[src/perf_counter_regs.vh]
// register addresses, field positions and reset values for the counter unit
`ifndef PERF_COUNTER_REGS_VH
`define PERF_COUNTER_REGS_VH
`define ADDR_INHIBIT_MASK    12'h320
`define ADDR_EVENT_SEL_BASE  12'h323
`define ADDR_EVENT_SEL_LAST  12'h33f
`define ADDR_CYCLE_LOW       12'hb00
`define ADDR_RETIRED_LOW     12'hb02
`define ADDR_EVENT_LOW_BASE  12'hb03
`define ADDR_EVENT_LOW_LAST  12'hb1f
`define ADDR_CYCLE_HIGH      12'hb80
`define ADDR_RETIRED_HIGH    12'hb82
`define ADDR_EVENT_HIGH_BASE 12'hb83
`define ADDR_EVENT_HIGH_LAST 12'hb9f
`define ADDR_U_CYCLE_LOW     12'hc00
`define ADDR_U_TIME_LOW      12'hc01
`define ADDR_U_RETIRED_LOW   12'hc02
`define ADDR_U_EVENT_LOW     12'hc03
`define ADDR_U_EVENT_LOW_END 12'hc1f
`define ADDR_U_CYCLE_HIGH    12'hc80
`define ADDR_U_TIME_HIGH     12'hc81
`define ADDR_U_RETIRED_HIGH  12'hc82
`define ADDR_U_EVENT_HIGH    12'hc83
`define ADDR_U_EVENT_HI_END  12'hc9f
`define ADDR_MAKER_ID        12'hf11
`define ADDR_ARCH_ID         12'hf12
`define ADDR_IMPL_VERSION    12'hf13
`define ADDR_HART_NUMBER     12'hf14
`define ADDR_CONFIG_PTR      12'hf15
`define INHIBIT_BIT_CYCLE    0
`define INHIBIT_BIT_RETIRED  2
`define INHIBIT_RESET        32'hffffffff
`define COUNTER_RESET        64'h0000000000000000
`define EVENT_SEL_WIDTH      16
`define EVENT_SEL_RESET      16'h0000
`define IMPL_MAJOR_MSB       19
`define IMPL_MAJOR_LSB       16
`define IMPL_MINOR_MSB       11
`define IMPL_MINOR_LSB       8
`define IMPL_PATCH_MSB       3
`define IMPL_PATCH_LSB       0
`define MAKER_BANK_LSB       7
`define CONFIG_PTR_VALUE     32'h00000000
`define EVT_CYCLES           0
`define EVT_RETIRED_OPS      1
`define EVT_RETIRED_SHORT    2
`define EVT_JUMP             3
`define EVT_BRANCH           4
`define EVT_EVT_COND_TRANSFER_TAKEN     5
`define EVT_IRQ_ACCEPTED     6
`define EVT_DATA_READ        7
`define EVT_DATA_WRITE       8
`define EVT_FETCH_STARVE     9
`define EVT_DECODE_STARVE    10
`define EVT_EXECUTE_STARVE   11
`define EVT_WRITEBACK_STARVE 12
`define EVT_LOAD_USE_HOLD    13
`define EVT_JUMP_REG_HOLD    14
`define EVT_WB_MEM_HOLD      15
`endif

[src/perf_counter_csr_unit.v]
// performance counters and identification registers reached by csr access
`timescale 1ns/1ps
`include "perf_counter_regs.vh"
module perf_counter_csr_unit
#(
   parameter EVENT_COUNTER_QUANTITY = 1,
   parameter [24:0] MAKER_BANK_COUNT  = 25'h0000001,  // arbitrary value
   parameter [6:0]  MAKER_CODE_BYTE   = 7'h55,        // arbitrary value
   parameter [31:0] ARCH_ID_VALUE     = 32'h0000abcd, // arbitrary value
   parameter [3:0]  IMPL_MAJOR        = 4'h0,
   parameter [3:0]  IMPL_MINOR        = 4'h0
)
(
   // gated core clock and reset
   input  wire        I_REF_CLK,
   input  wire        I_RST,
   // csr access port
   input  wire        I_CSR_EN,
   input  wire        I_CSR_WE,
   input  wire [11:0] I_CSR_ADDR,
   input  wire [31:0] I_CSR_WDATA,
   output reg  [31:0] O_CSR_RDATA,
   output reg         O_CSR_VALID,
   output reg         O_CSR_ILLEGAL,
   // boundary identity inputs
   input  wire [3:0]  I_IMPL_PATCH,
   input  wire [31:0] I_HART_NUMBER,
   // pipeline and bus event pulses
   input  wire        I_EVT_RETIRED_OPS,
   input  wire        I_EVT_RETIRED_SHORT_OPS,
   input  wire        I_EVT_JUMP,
   input  wire        I_EVT_BRANCH,
   input  wire        I_EVT_COND_TRANSFER_TAKEN,
   input  wire        I_EVT_IRQ_ACCEPTED,
   input  wire        I_EVT_DATA_READ,
   input  wire        I_EVT_DATA_WRITE,
   input  wire        I_EVT_FETCH_STARVE,
   input  wire        I_EVT_DECODE_STARVE,
   input  wire        I_EVT_EXECUTE_STARVE,
   input  wire        I_EVT_WRITEBACK_STARVE,
   input  wire        I_EVT_LOAD_USE_HOLD,
   input  wire        I_EVT_JUMP_REG_HOLD,
   input  wire        I_EVT_WRITEBACK_MEM_HOLD
);

   localparam N = EVENT_COUNTER_QUANTITY;
   localparam NS = (N > 0) ? N : 1;

   reg  [63:0] cycle_q;
   reg  [63:0] retired_q;
   reg  [63:0] evt_cnt_q [0:NS-1];
   reg  [15:0] evt_sel_q [0:NS-1];
   reg  [31:0] inhibit_q;
   wire [15:0] evt_vec;
   wire        wr;
   wire [11:0] a;
   integer     k;

   // event number k sits on bit k
   assign evt_vec[`EVT_CYCLES]           = 1'b1;
   assign evt_vec[`EVT_RETIRED_OPS]      = I_EVT_RETIRED_OPS;
   assign evt_vec[`EVT_RETIRED_SHORT]    = I_EVT_RETIRED_SHORT_OPS;
   assign evt_vec[`EVT_JUMP]             = I_EVT_JUMP;
   assign evt_vec[`EVT_BRANCH]           = I_EVT_BRANCH;
   assign evt_vec[`EVT_EVT_COND_TRANSFER_TAKEN]     = I_EVT_COND_TRANSFER_TAKEN;
   assign evt_vec[`EVT_IRQ_ACCEPTED]     = I_EVT_IRQ_ACCEPTED;
   assign evt_vec[`EVT_DATA_READ]        = I_EVT_DATA_READ;
   assign evt_vec[`EVT_DATA_WRITE]       = I_EVT_DATA_WRITE;
   assign evt_vec[`EVT_FETCH_STARVE]     = I_EVT_FETCH_STARVE;
   assign evt_vec[`EVT_DECODE_STARVE]    = I_EVT_DECODE_STARVE;
   assign evt_vec[`EVT_EXECUTE_STARVE]   = I_EVT_EXECUTE_STARVE;
   assign evt_vec[`EVT_WRITEBACK_STARVE] = I_EVT_WRITEBACK_STARVE;
   assign evt_vec[`EVT_LOAD_USE_HOLD]    = I_EVT_LOAD_USE_HOLD;
   assign evt_vec[`EVT_JUMP_REG_HOLD]    = I_EVT_JUMP_REG_HOLD;
   assign evt_vec[`EVT_WB_MEM_HOLD]      = I_EVT_WRITEBACK_MEM_HOLD;

   assign wr = I_CSR_EN & I_CSR_WE;
   assign a  = I_CSR_ADDR;

   // counters and control; all on the gated clock, so sleep freezes them
   always @(posedge I_REF_CLK or posedge I_RST)
   begin
      if (I_RST)
      begin
         cycle_q   <= `COUNTER_RESET;
         retired_q <= `COUNTER_RESET;
         inhibit_q <= `INHIBIT_RESET;
         for (k = 0; k < NS; k = k + 1)
         begin
            evt_cnt_q[k] <= `COUNTER_RESET;
            evt_sel_q[k] <= `EVENT_SEL_RESET;
         end
      end
      else
      begin
         // a write to either half suppresses that cycle's increment; the other half holds
         if (wr && a == `ADDR_CYCLE_LOW)
            cycle_q[31:0] <= I_CSR_WDATA;
         else if (wr && a == `ADDR_CYCLE_HIGH)
            cycle_q[63:32] <= I_CSR_WDATA;
         else if (!inhibit_q[`INHIBIT_BIT_CYCLE])
            cycle_q <= cycle_q + 64'h1;
         if (wr && a == `ADDR_RETIRED_LOW)
            retired_q[31:0] <= I_CSR_WDATA;
         else if (wr && a == `ADDR_RETIRED_HIGH)
            retired_q[63:32] <= I_CSR_WDATA;
         else if (!inhibit_q[`INHIBIT_BIT_RETIRED] && I_EVT_RETIRED_OPS)
            retired_q <= retired_q + 64'h1;
         if (wr && a == `ADDR_INHIBIT_MASK)
            inhibit_q <= I_CSR_WDATA;
         for (k = 0; k < N; k = k + 1)
         begin
            if (wr && a == `ADDR_EVENT_LOW_BASE + k[11:0])
               evt_cnt_q[k][31:0] <= I_CSR_WDATA;
            else if (wr && a == `ADDR_EVENT_HIGH_BASE + k[11:0])
               evt_cnt_q[k][63:32] <= I_CSR_WDATA;
            else if (!inhibit_q[k+3] && |(evt_sel_q[k] & evt_vec))
               evt_cnt_q[k] <= evt_cnt_q[k] + 64'h1;
            if (wr && a == `ADDR_EVENT_SEL_BASE + k[11:0])
               evt_sel_q[k] <= I_CSR_WDATA[`EVENT_SEL_WIDTH-1:0];
         end
      end
   end

   // read path; reads have no side effect on any counter
   reg  [31:0] rd_d;
   reg         ill_d;
   reg  [4:0]  idx;
   integer     j;
   always @*
   begin
      rd_d  = 32'h00000000;
      ill_d = 1'b0;
      idx   = 5'h00;
      if ((a >= `ADDR_EVENT_LOW_BASE && a <= `ADDR_EVENT_LOW_LAST) ||
          (a >= `ADDR_U_EVENT_LOW && a <= `ADDR_U_EVENT_LOW_END))
      begin
         idx = a[4:0] - 5'h03;
         for (j = 0; j < N; j = j + 1)
            if (idx == j[4:0])
               rd_d = evt_cnt_q[j][31:0];
      end
      else if ((a >= `ADDR_EVENT_HIGH_BASE && a <= `ADDR_EVENT_HIGH_LAST) ||
               (a >= `ADDR_U_EVENT_HIGH && a <= `ADDR_U_EVENT_HI_END))
      begin
         idx = a[4:0] - 5'h03;
         for (j = 0; j < N; j = j + 1)
            if (idx == j[4:0])
               rd_d = evt_cnt_q[j][63:32];
      end
      else if (a >= `ADDR_EVENT_SEL_BASE && a <= `ADDR_EVENT_SEL_LAST)
      begin
         idx = a[4:0] - 5'h03;
         for (j = 0; j < N; j = j + 1)
            if (idx == j[4:0])
               rd_d = {16'h0000, evt_sel_q[j]};
      end
      else
      begin
         case (a)
            `ADDR_INHIBIT_MASK:
               rd_d = inhibit_q;
            `ADDR_CYCLE_LOW, `ADDR_U_CYCLE_LOW:
               rd_d = cycle_q[31:0];
            `ADDR_CYCLE_HIGH, `ADDR_U_CYCLE_HIGH:
               rd_d = cycle_q[63:32];
            `ADDR_RETIRED_LOW, `ADDR_U_RETIRED_LOW:
               rd_d = retired_q[31:0];
            `ADDR_RETIRED_HIGH, `ADDR_U_RETIRED_HIGH:
               rd_d = retired_q[63:32];
            `ADDR_U_TIME_LOW, `ADDR_U_TIME_HIGH:
               ill_d = 1'b1;
            `ADDR_MAKER_ID:
               rd_d = {MAKER_BANK_COUNT, MAKER_CODE_BYTE};
            `ADDR_ARCH_ID:
               rd_d = ARCH_ID_VALUE;
            `ADDR_IMPL_VERSION:
               rd_d = {12'h000, IMPL_MAJOR, 4'h0, IMPL_MINOR,
                       4'h0, I_IMPL_PATCH};
            `ADDR_HART_NUMBER:
               rd_d = I_HART_NUMBER;
            `ADDR_CONFIG_PTR:
               rd_d = `CONFIG_PTR_VALUE;
            default:
               rd_d = 32'h00000000;
         endcase
      end
      // user shadows and identity registers refuse writes
      if (wr && (a[11:8] == 4'hc || a[11:8] == 4'hf))
         ill_d = 1'b1;
   end

   always @(posedge I_REF_CLK or posedge I_RST)
   begin
      if (I_RST)
      begin
         O_CSR_RDATA   <= 32'h00000000;
         O_CSR_VALID   <= 1'b0;
         O_CSR_ILLEGAL <= 1'b0;
      end
      else
      begin
         O_CSR_VALID   <= I_CSR_EN;
         O_CSR_ILLEGAL <= I_CSR_EN & ill_d;
         O_CSR_RDATA   <= (I_CSR_EN & ~ill_d) ? rd_d : 32'h00000000;
      end
   end

endmodule

[config.mk]
export PLATFORM = sky130hd
export DESIGN_NAME = perf_counter_csr_unit
export DESIGN_NICKNAME = d
export VERILOG_FILES = /design/src/perf_counter_csr_unit.v
export VERILOG_INCLUDE_DIRS = /design/src
export SDC_FILE = /design/constraint.sdc
export NUM_CORES = 1
export LEC_CHECK = 0
export BUFFER_PORTS_ARGS = -buffer_cell sky130_fd_sc_hd__buf_2
export CAP_MARGIN = 0
export CORE_MARGIN = 2
export CORE_UTILIZATION = 30
export CTS_CLUSTER_SIZE = 25
export DETAILED_ROUTE_END_ITERATION = 16
export PLACE_DENSITY = 0.44
export SLEW_MARGIN = 20
export SYNTH_ARGS = -nofsm -noshare
export SYNTH_HDL_FRONTEND = slang
export SYNTH_SLANG_ARGS = --single-unit
[constraint.sdc]
create_clock -name I_REF_CLK -period 12.4 [get_ports I_REF_CLK]
set_clock_uncertainty 0.15 [all_clocks]
set_input_delay 2.48 -clock I_REF_CLK [delete_from_list [all_inputs] [get_ports I_REF_CLK]]
set_output_delay 2.48 -clock I_REF_CLK [all_outputs]
set_load 0.05 [all_outputs]
==> results of run 1 <==
-- Yosys cell counts (48+ instances only) --
master / n / share of area
nand2_1: 244 / 0.053
a22oi_1: 48 / 0.021
nor2_1: 125 / 0.027
o21ai_0: 101 / 0.029
dfrtp_1: 242 / 0.35
nor3_1: 70 / 0.020
nand3_1: 117 / 0.034
a21oi_1: 91 / 0.026
xnor2_1: 68 / 0.034
nand4_1: 75 / 0.027
clkbuf_1: 86 / 0.019
mux2_2: 55 / 0.036
-- sequential cells by signal, summed over array words and instances (netlist names) --
register	cells
O_CSR_VALID	1
evt_cnt_q	64
inhibit_q	32
evt_sel_q	16
O_CSR_ILLEGAL	1
cycle_q	64
O_CSR_RDATA	32
retired_q	64
-- power by group --
| part | internal (mW) | switching (mW) |
|---|---|---|
| clock | 0.716 | 0.451 |
| sequential | 0.923 | 0.0547 |
| combinational | 0.0521 | 0.120 |
-- layout make-up --
type                            instances  area share
Multi-Input combinational cell       1534       0.494
Sequential cell                       274       0.343
Clock buffer                           47      0.0515
Tap cell                              765      0.0476
Timing Repair Buffer                  166      0.0456
Clock inverter                         19      0.0130
Inverter                               25     0.00504
-- worst min-delay path by stage --
stage,startpoint,endpoint,slack [ns],cells past startpoint
after floorplan,retired_q[46]$_DFFE_PP0P_,retired_q[46]$_DFFE_PP0P_,0.33,1
final,evt_sel_q[1]$_DFFE_PP0P_,evt_sel_q[1]$_DFFE_PP0P_,0.40,1
after global placement,evt_sel_q[8]$_DFFE_PP0P_,evt_sel_q[8]$_DFFE_PP0P_,0.38,1
after CTS,evt_sel_q[8]$_DFFE_PP0P_,evt_sel_q[8]$_DFFE_PP0P_,0.39,1
after detailed placement,evt_sel_q[8]$_DFFE_PP0P_,evt_sel_q[8]$_DFFE_PP0P_,0.38,1
after global routing,evt_sel_q[8]$_DFFE_PP0P_,evt_sel_q[8]$_DFFE_PP0P_,0.42,1
-- cell families after synthesis --
| logic type | Yosys count | share of synthesized area |
|---|---|---|
| adder cells (fa/ha/maj) | 3 | 0.00215 |
| AO/OA/AOI/OAI | 506 | 0.204 |
| AND/OR/NAND/NOR | 858 | 0.266 |
| flip-flops | 274 | 0.396 |
| multiplexers | 73 | 0.0459 |
| buffers and inverters | 161 | 0.0390 |
| XOR/XNOR | 94 | 0.0472 |
-- critical path, stage by stage --
cell,delay [ns]
buf_2,0.27
or4_1,0.86
nor4_4,0.61
nand3_2,0.89
mux2_1,0.65
-- cell usage in the layout (no fill, tap or decap), types with 48 or more instances in the layout --
master   count
dfrtp_1    242
o21ai_0    101
nand2_1    244
nand3_1    116
a21oi_1     90
nand4_1     75
mux2_2      55
nor3_1      69
xnor2_1     68
buf_2      132
a22oi_1     48
nor2_1     125
-- layer usage --
metal,part of all wire,wire length [microns]
met1,0.44,35200
met2,0.46,36900
met3,0.074,5940
met4,0.029,2370
met5,0.00016,13
-- through the flow --
step                      setup WS, ns  power, mW  area, sq um  hold WS (ns)  cells
final                             6.94       2.32        20100         0.397   2830
after global placement            6.49       1.16        18800         0.382   2764
after global routing              6.78       2.39        20100         0.422   2830
after detailed placement          6.37       1.16        18800         0.382   2764
after floorplan                   2.27       1.06        17400         0.327   1969
after CTS                         6.97       2.33        20100         0.395   2830
==> run metrics, run 1 <==
run status=completed; R2R depth=7; fillers=5975; maxcap violations=0; First-pass DRT Iterations=7; Top Ports=133; CP Capture Type=register; async set-reset flop share out of synthesis=1.00; gr ovfl total=0; Hold Crit Class=register to register; GR peak layer=met2; DP HPWL=58.0 mm; Syn Std Cell Area=0.0174 sq mm; Req. time, crit path=12.74 ns; die height=245 microns; routed vias/inst=6.18; met1 Use GR=0.374; cells after synthesis=1969; global-route wire length before repair=118 mm; worst slew pin tran=1.08 ns; Critical Setup Path Class=input port to register; post-synthesis sequential area ratio=0.396; GR Util met3=0.0403; Synth Net Count=2071; diode count=0; Post-CTS Setup Bufs=0; die area=0.0600 sq mm; Setup violations, final=0; vias in the first global route=16600; area occupied by multi-input gates=0.00993 sq mm; Port Buffer Count=132; Top FF cell, synth=dfrtp_1; Critical R2R Capture=evt_cnt_q[63]$_DFFE_PP0P_; Post-synth EDFFs=0; Starting Density=0.303; gp weighted congestion=0.915; r2r startpoint=evt_cnt_q[3]$_DFFE_PP0P_; clk buf depth=3; fin nets=2139; initial antenna violation count=3; Iteration-0 DRC Markers=2378; Clock Latency Late Sink=0.57 ns; Max H-tree Level=2; Lkg Pwr=7.69 nW; DRT antenna net count=0; layout cells sized above 1=0.184; final worst path period share=0.440; CTS tree=yes; FF-to-FF setup slack=8.89 ns; GRT Util Overall=0.265; DRC Markers=0; via count=17500; Mean Syn Cell Area=8.85 sq um; critical path fanouts, max=32; Critical Path Start=I_CSR_ADDR[1]; Inserted Clock Buffers=36; die width=245 microns; Yosys reg bits=274; Hold-fix buffers, CTS=0; VDD IR-drop max=0.106 mV; pwr dens=115 mW/mm^2; Layout Area Growth over Synthesis=15.3%; clock sinks=274; Tmin final=5.46 ns; post-route setup TNS=0 ns; post-CTS sizing=0; RSZ-0062 raised after global routing=false; met2 GRT Util=0.419; Slew HR=0.277; endpoints failing hold=0; routed len/inst=28.4 microns; total number of yosys warnings=0; CP startpoint kind=input port; Rows=88; worst setup path end=inhibit_q[25]$_DFFE_PP1P_; fin. max-slew vios=0; Detailed Route WL=80.4 mm; Reg area=0.00690 sq mm; final core occ=0.349; Clock transition at path regs=0.06 ns; CORE AREA=0.0576 sq mm; Yosys cell types=95; CTS root buffer=clkbuf_16; largest net degree at the start of global routing=76; Max Clock Freq=0.183 GHz; CP arrival=5.80 ns
Note: power is estimated with default switching activity, not from simulation.
==> run 2, diff against run 1 <==
- clock period: 12.4 -> 5.4 ns (I/O delays scaled with it)
==> run 2 against run 1 <==
Global-route usage up 0.14 points. Combinational power rose by 130%. Register-to-register slack lost 7.2 ns. Non-clock buffer count increased by 11. Setup slack lost 5.3 ns. First-iteration DRC count shrank 9.0%. Cell area about the same. Clock-buffer cell count increased by 8. Critical endpoint is now O_CSR_RDATA[9]$_DFF_PP0_.
==> run metrics, run 2 (synthesis gave the netlist of run 1 again) <==
Regs by FF count=cycle_q: 64 flops, evt_cnt_q: 64 flops, retired_q: 64 flops; Detailed Route WL=81.3 mm (+1.1%); Max H-tree Level=2 (unchanged); wire length on met2=36.6 mm (-0.80%); VDD IR-drop max=0.165 mV (+55%); sequential share of power=0.439 (+0.017); Comb power frac=0.078 (+0.004); via count=17400 (-0.61%); GRT Util Overall=0.267 (+0.00135); final hold slack=0.395 ns (-0.00186 ns); Clock Latency Late Sink=0.56 ns (about the same); Clock transition at path regs=0.06 ns (about the same); endpoints failing hold=0 (unchanged); Slowest cell on crit path=a2111oi_0; commonest non-fill, non-tap cell in the layout=nand2_1; die width=245 microns (unchanged); most frequent cells in the layout=244 x nand2_1, 242 x dfrtp_1, 132 x buf_2; die area=0.0600 sq mm (unchanged); critical path fanouts, max=21 (-34%); Iteration-0 DRC Markers=2165 (-9.0%); clk buf depth=3 (unchanged); Rows=88 (unchanged); post-route setup TNS=0 ns (unchanged); fin nets=2150 (+0.51%); post-CTS sizing=0 (unchanged); die height=245 microns (unchanged); pwr dens=256 mW/mm^2 (+120%); vias in the first global route=16400 (-1.4%); CP startpoint kind=input port; First-pass DRT Iterations=8 (+1); Non-Filler Instances=2839 (+0.32%); layout cells sized above 1=0.183 (-0.000314); post-route cell area=0.0201 sq mm (about the same); Lkg Pwr=7.68 nW (about the same); largest net degree at the start of global routing=86 (+13%); maxcap violations=0 (unchanged); clock sinks=274 (unchanged); Tmin final=3.74 ns; CTS root buffer=clkbuf_16; diode count=0 (unchanged); Setup violations, final=0 (unchanged); CP Capture Type=register; DRC Markers=0 (unchanged); Post-CTS Setup Bufs=0 (unchanged); Inserted Clock Buffers=36 (unchanged); placed instance area=0.0189 sq mm (+0.59%); routed vias/inst=6.12 (-0.92%); clock power share=0.483 (-0.021); final worst path period share=0.693; Starting Density=0.303 (unchanged); Critical Setup Path Class=input port to register; M1 WL=35.2 mm (about the same); Met3 Wirelength=6.96 mm (+17%); Power Internal=3.74 mW (+120%); CORE AREA=0.0576 sq mm (unchanged); worst slew pin tran=0.990 ns (-0.0919 ns); fin. max-slew vios=0 (unchanged); RSZ-0062 raised after global routing=false; gp weighted congestion=0.937 (+2.4%); Hold-fix buffers, CTS=0 (unchanged); routed len/inst=28.6 microns (+0.81%); CP arrival=4.03 ns (-1.77 ns); switching pwr=1.40 mW (+120%); Top Metal Used=met5; Switching Share=0.273 (+0.00254); Slew HR=0.334 (+0.0571); Port Buffer Count=132 (unchanged); peak per-stage delay on the critical path=0.94 ns (+0.05 ns); Top Ports=133 (unchanged); DP HPWL=59.6 mm (+2.7%); Req. time, crit path=5.69 ns (-7.05 ns); Hold Crit Class=register to register; global-route wire length before repair=118 mm (-0.41%); Max Clock Freq=0.267 GHz; CTS tree=yes; worst setup margin=1.66 ns (-5.28 ns); crit path cell chain=buf_2 -> a2111oi_2 -> a21oi_1 -> buf_4 -> and3_1 -> a2111oi_0 -> a211oi_1 -> a21o_1; DRT antenna net count=0 (unchanged); initial antenna violation count=6 (+3); run status=completed; Layout Area Growth over Synthesis=15.3% (about the same); Place WS=1.22 ns (-5.15 ns); placed cells=2775 (+0.40%); gr ovfl total=0 (unchanged)
==> run 2: changes by cell type in the layout (fill, tap and decap cells not counted), moves of 2 or more <==
| cell | before | now |
|---|---|---|
| clkbuf_1 | 4 | 11 |
| clkinv_2 | 11 | 6 |
| bufinv_16 | 6 | 3 |
| buf_12 | 0 | 2 |
| clkbuf_8 | 5 | 7 |
| buf_4 | 34 | 43 |
==> run 2: final timing paths <==
kind                                            from                        end  slack [ns]  depth (start not counted)
hold / removal             retired_q[46]$_DFFE_PP0P_  retired_q[46]$_DFFE_PP0P_        0.40                          1
min in group asynchronous                      I_RST  evt_sel_q[14]$_DFFE_PP0P_        0.44                          2
setup / recovery                       I_CSR_ADDR[1]   O_CSR_RDATA[9]$_DFF_PP0_        1.66                          8
max in group asynchronous                      I_RST    cycle_q[35]$_DFFE_PP0P_        3.37                          3
hold reg to reg            retired_q[46]$_DFFE_PP0P_  retired_q[46]$_DFFE_PP0P_        0.40                          1
setup reg to reg            evt_cnt_q[3]$_DFFE_PP0P_  evt_cnt_q[63]$_DFFE_PP0P_        1.71                          7
==> run 2: final cells by class <==
cell class / count / area (sq um)
inverters: 25 / 97.6
multi-input cells: 1534 / 9930
fillers: 5895 / 37500
flip-flops and latches: 274 / 6900
well taps: 765 / 957
clock inverters: 9 / 120
clock buffers: 55 / 1060
repair buffers: 177 / 1020
==> run 2: routing by layer <==
layer,GRT usage,vias to the layer above
met5,0,-
met4,0.0838,2
met3,0.0595,130
met2,0.416,759
met1,0.367,8804
li1,-,7693
==> run 2: per-stage QoR <==
step | util | total power [mW]
3_5_place_dp | 0.328 | 2.68
3_3_place_gp | 0.328 | 2.68
5_1_grt | 0.349 | 5.30
6_report | 0.349 | 5.14
4_1_cts | 0.349 | 5.17
2_1_floorplan | - | 2.45
==> run 2: worst max-delay path: cells and delay by family <==
kind,cells,cell delay [ns]
buf+inv,2,0.46
simple gates,1,0.51
compound gates,5,1.97
==> run 2: power by group through the flow <==
stage	clock (mW)	sequential (mW)	combinational (mW)
2_1_floorplan	0	2.22	0.222
3_3_place_gp	0	2.28	0.393
3_5_place_dp	0	2.28	0.397
4_1_cts	2.53	2.25	0.400
5_1_grt	2.61	2.26	0.434
6_report	2.49	2.26	0.403
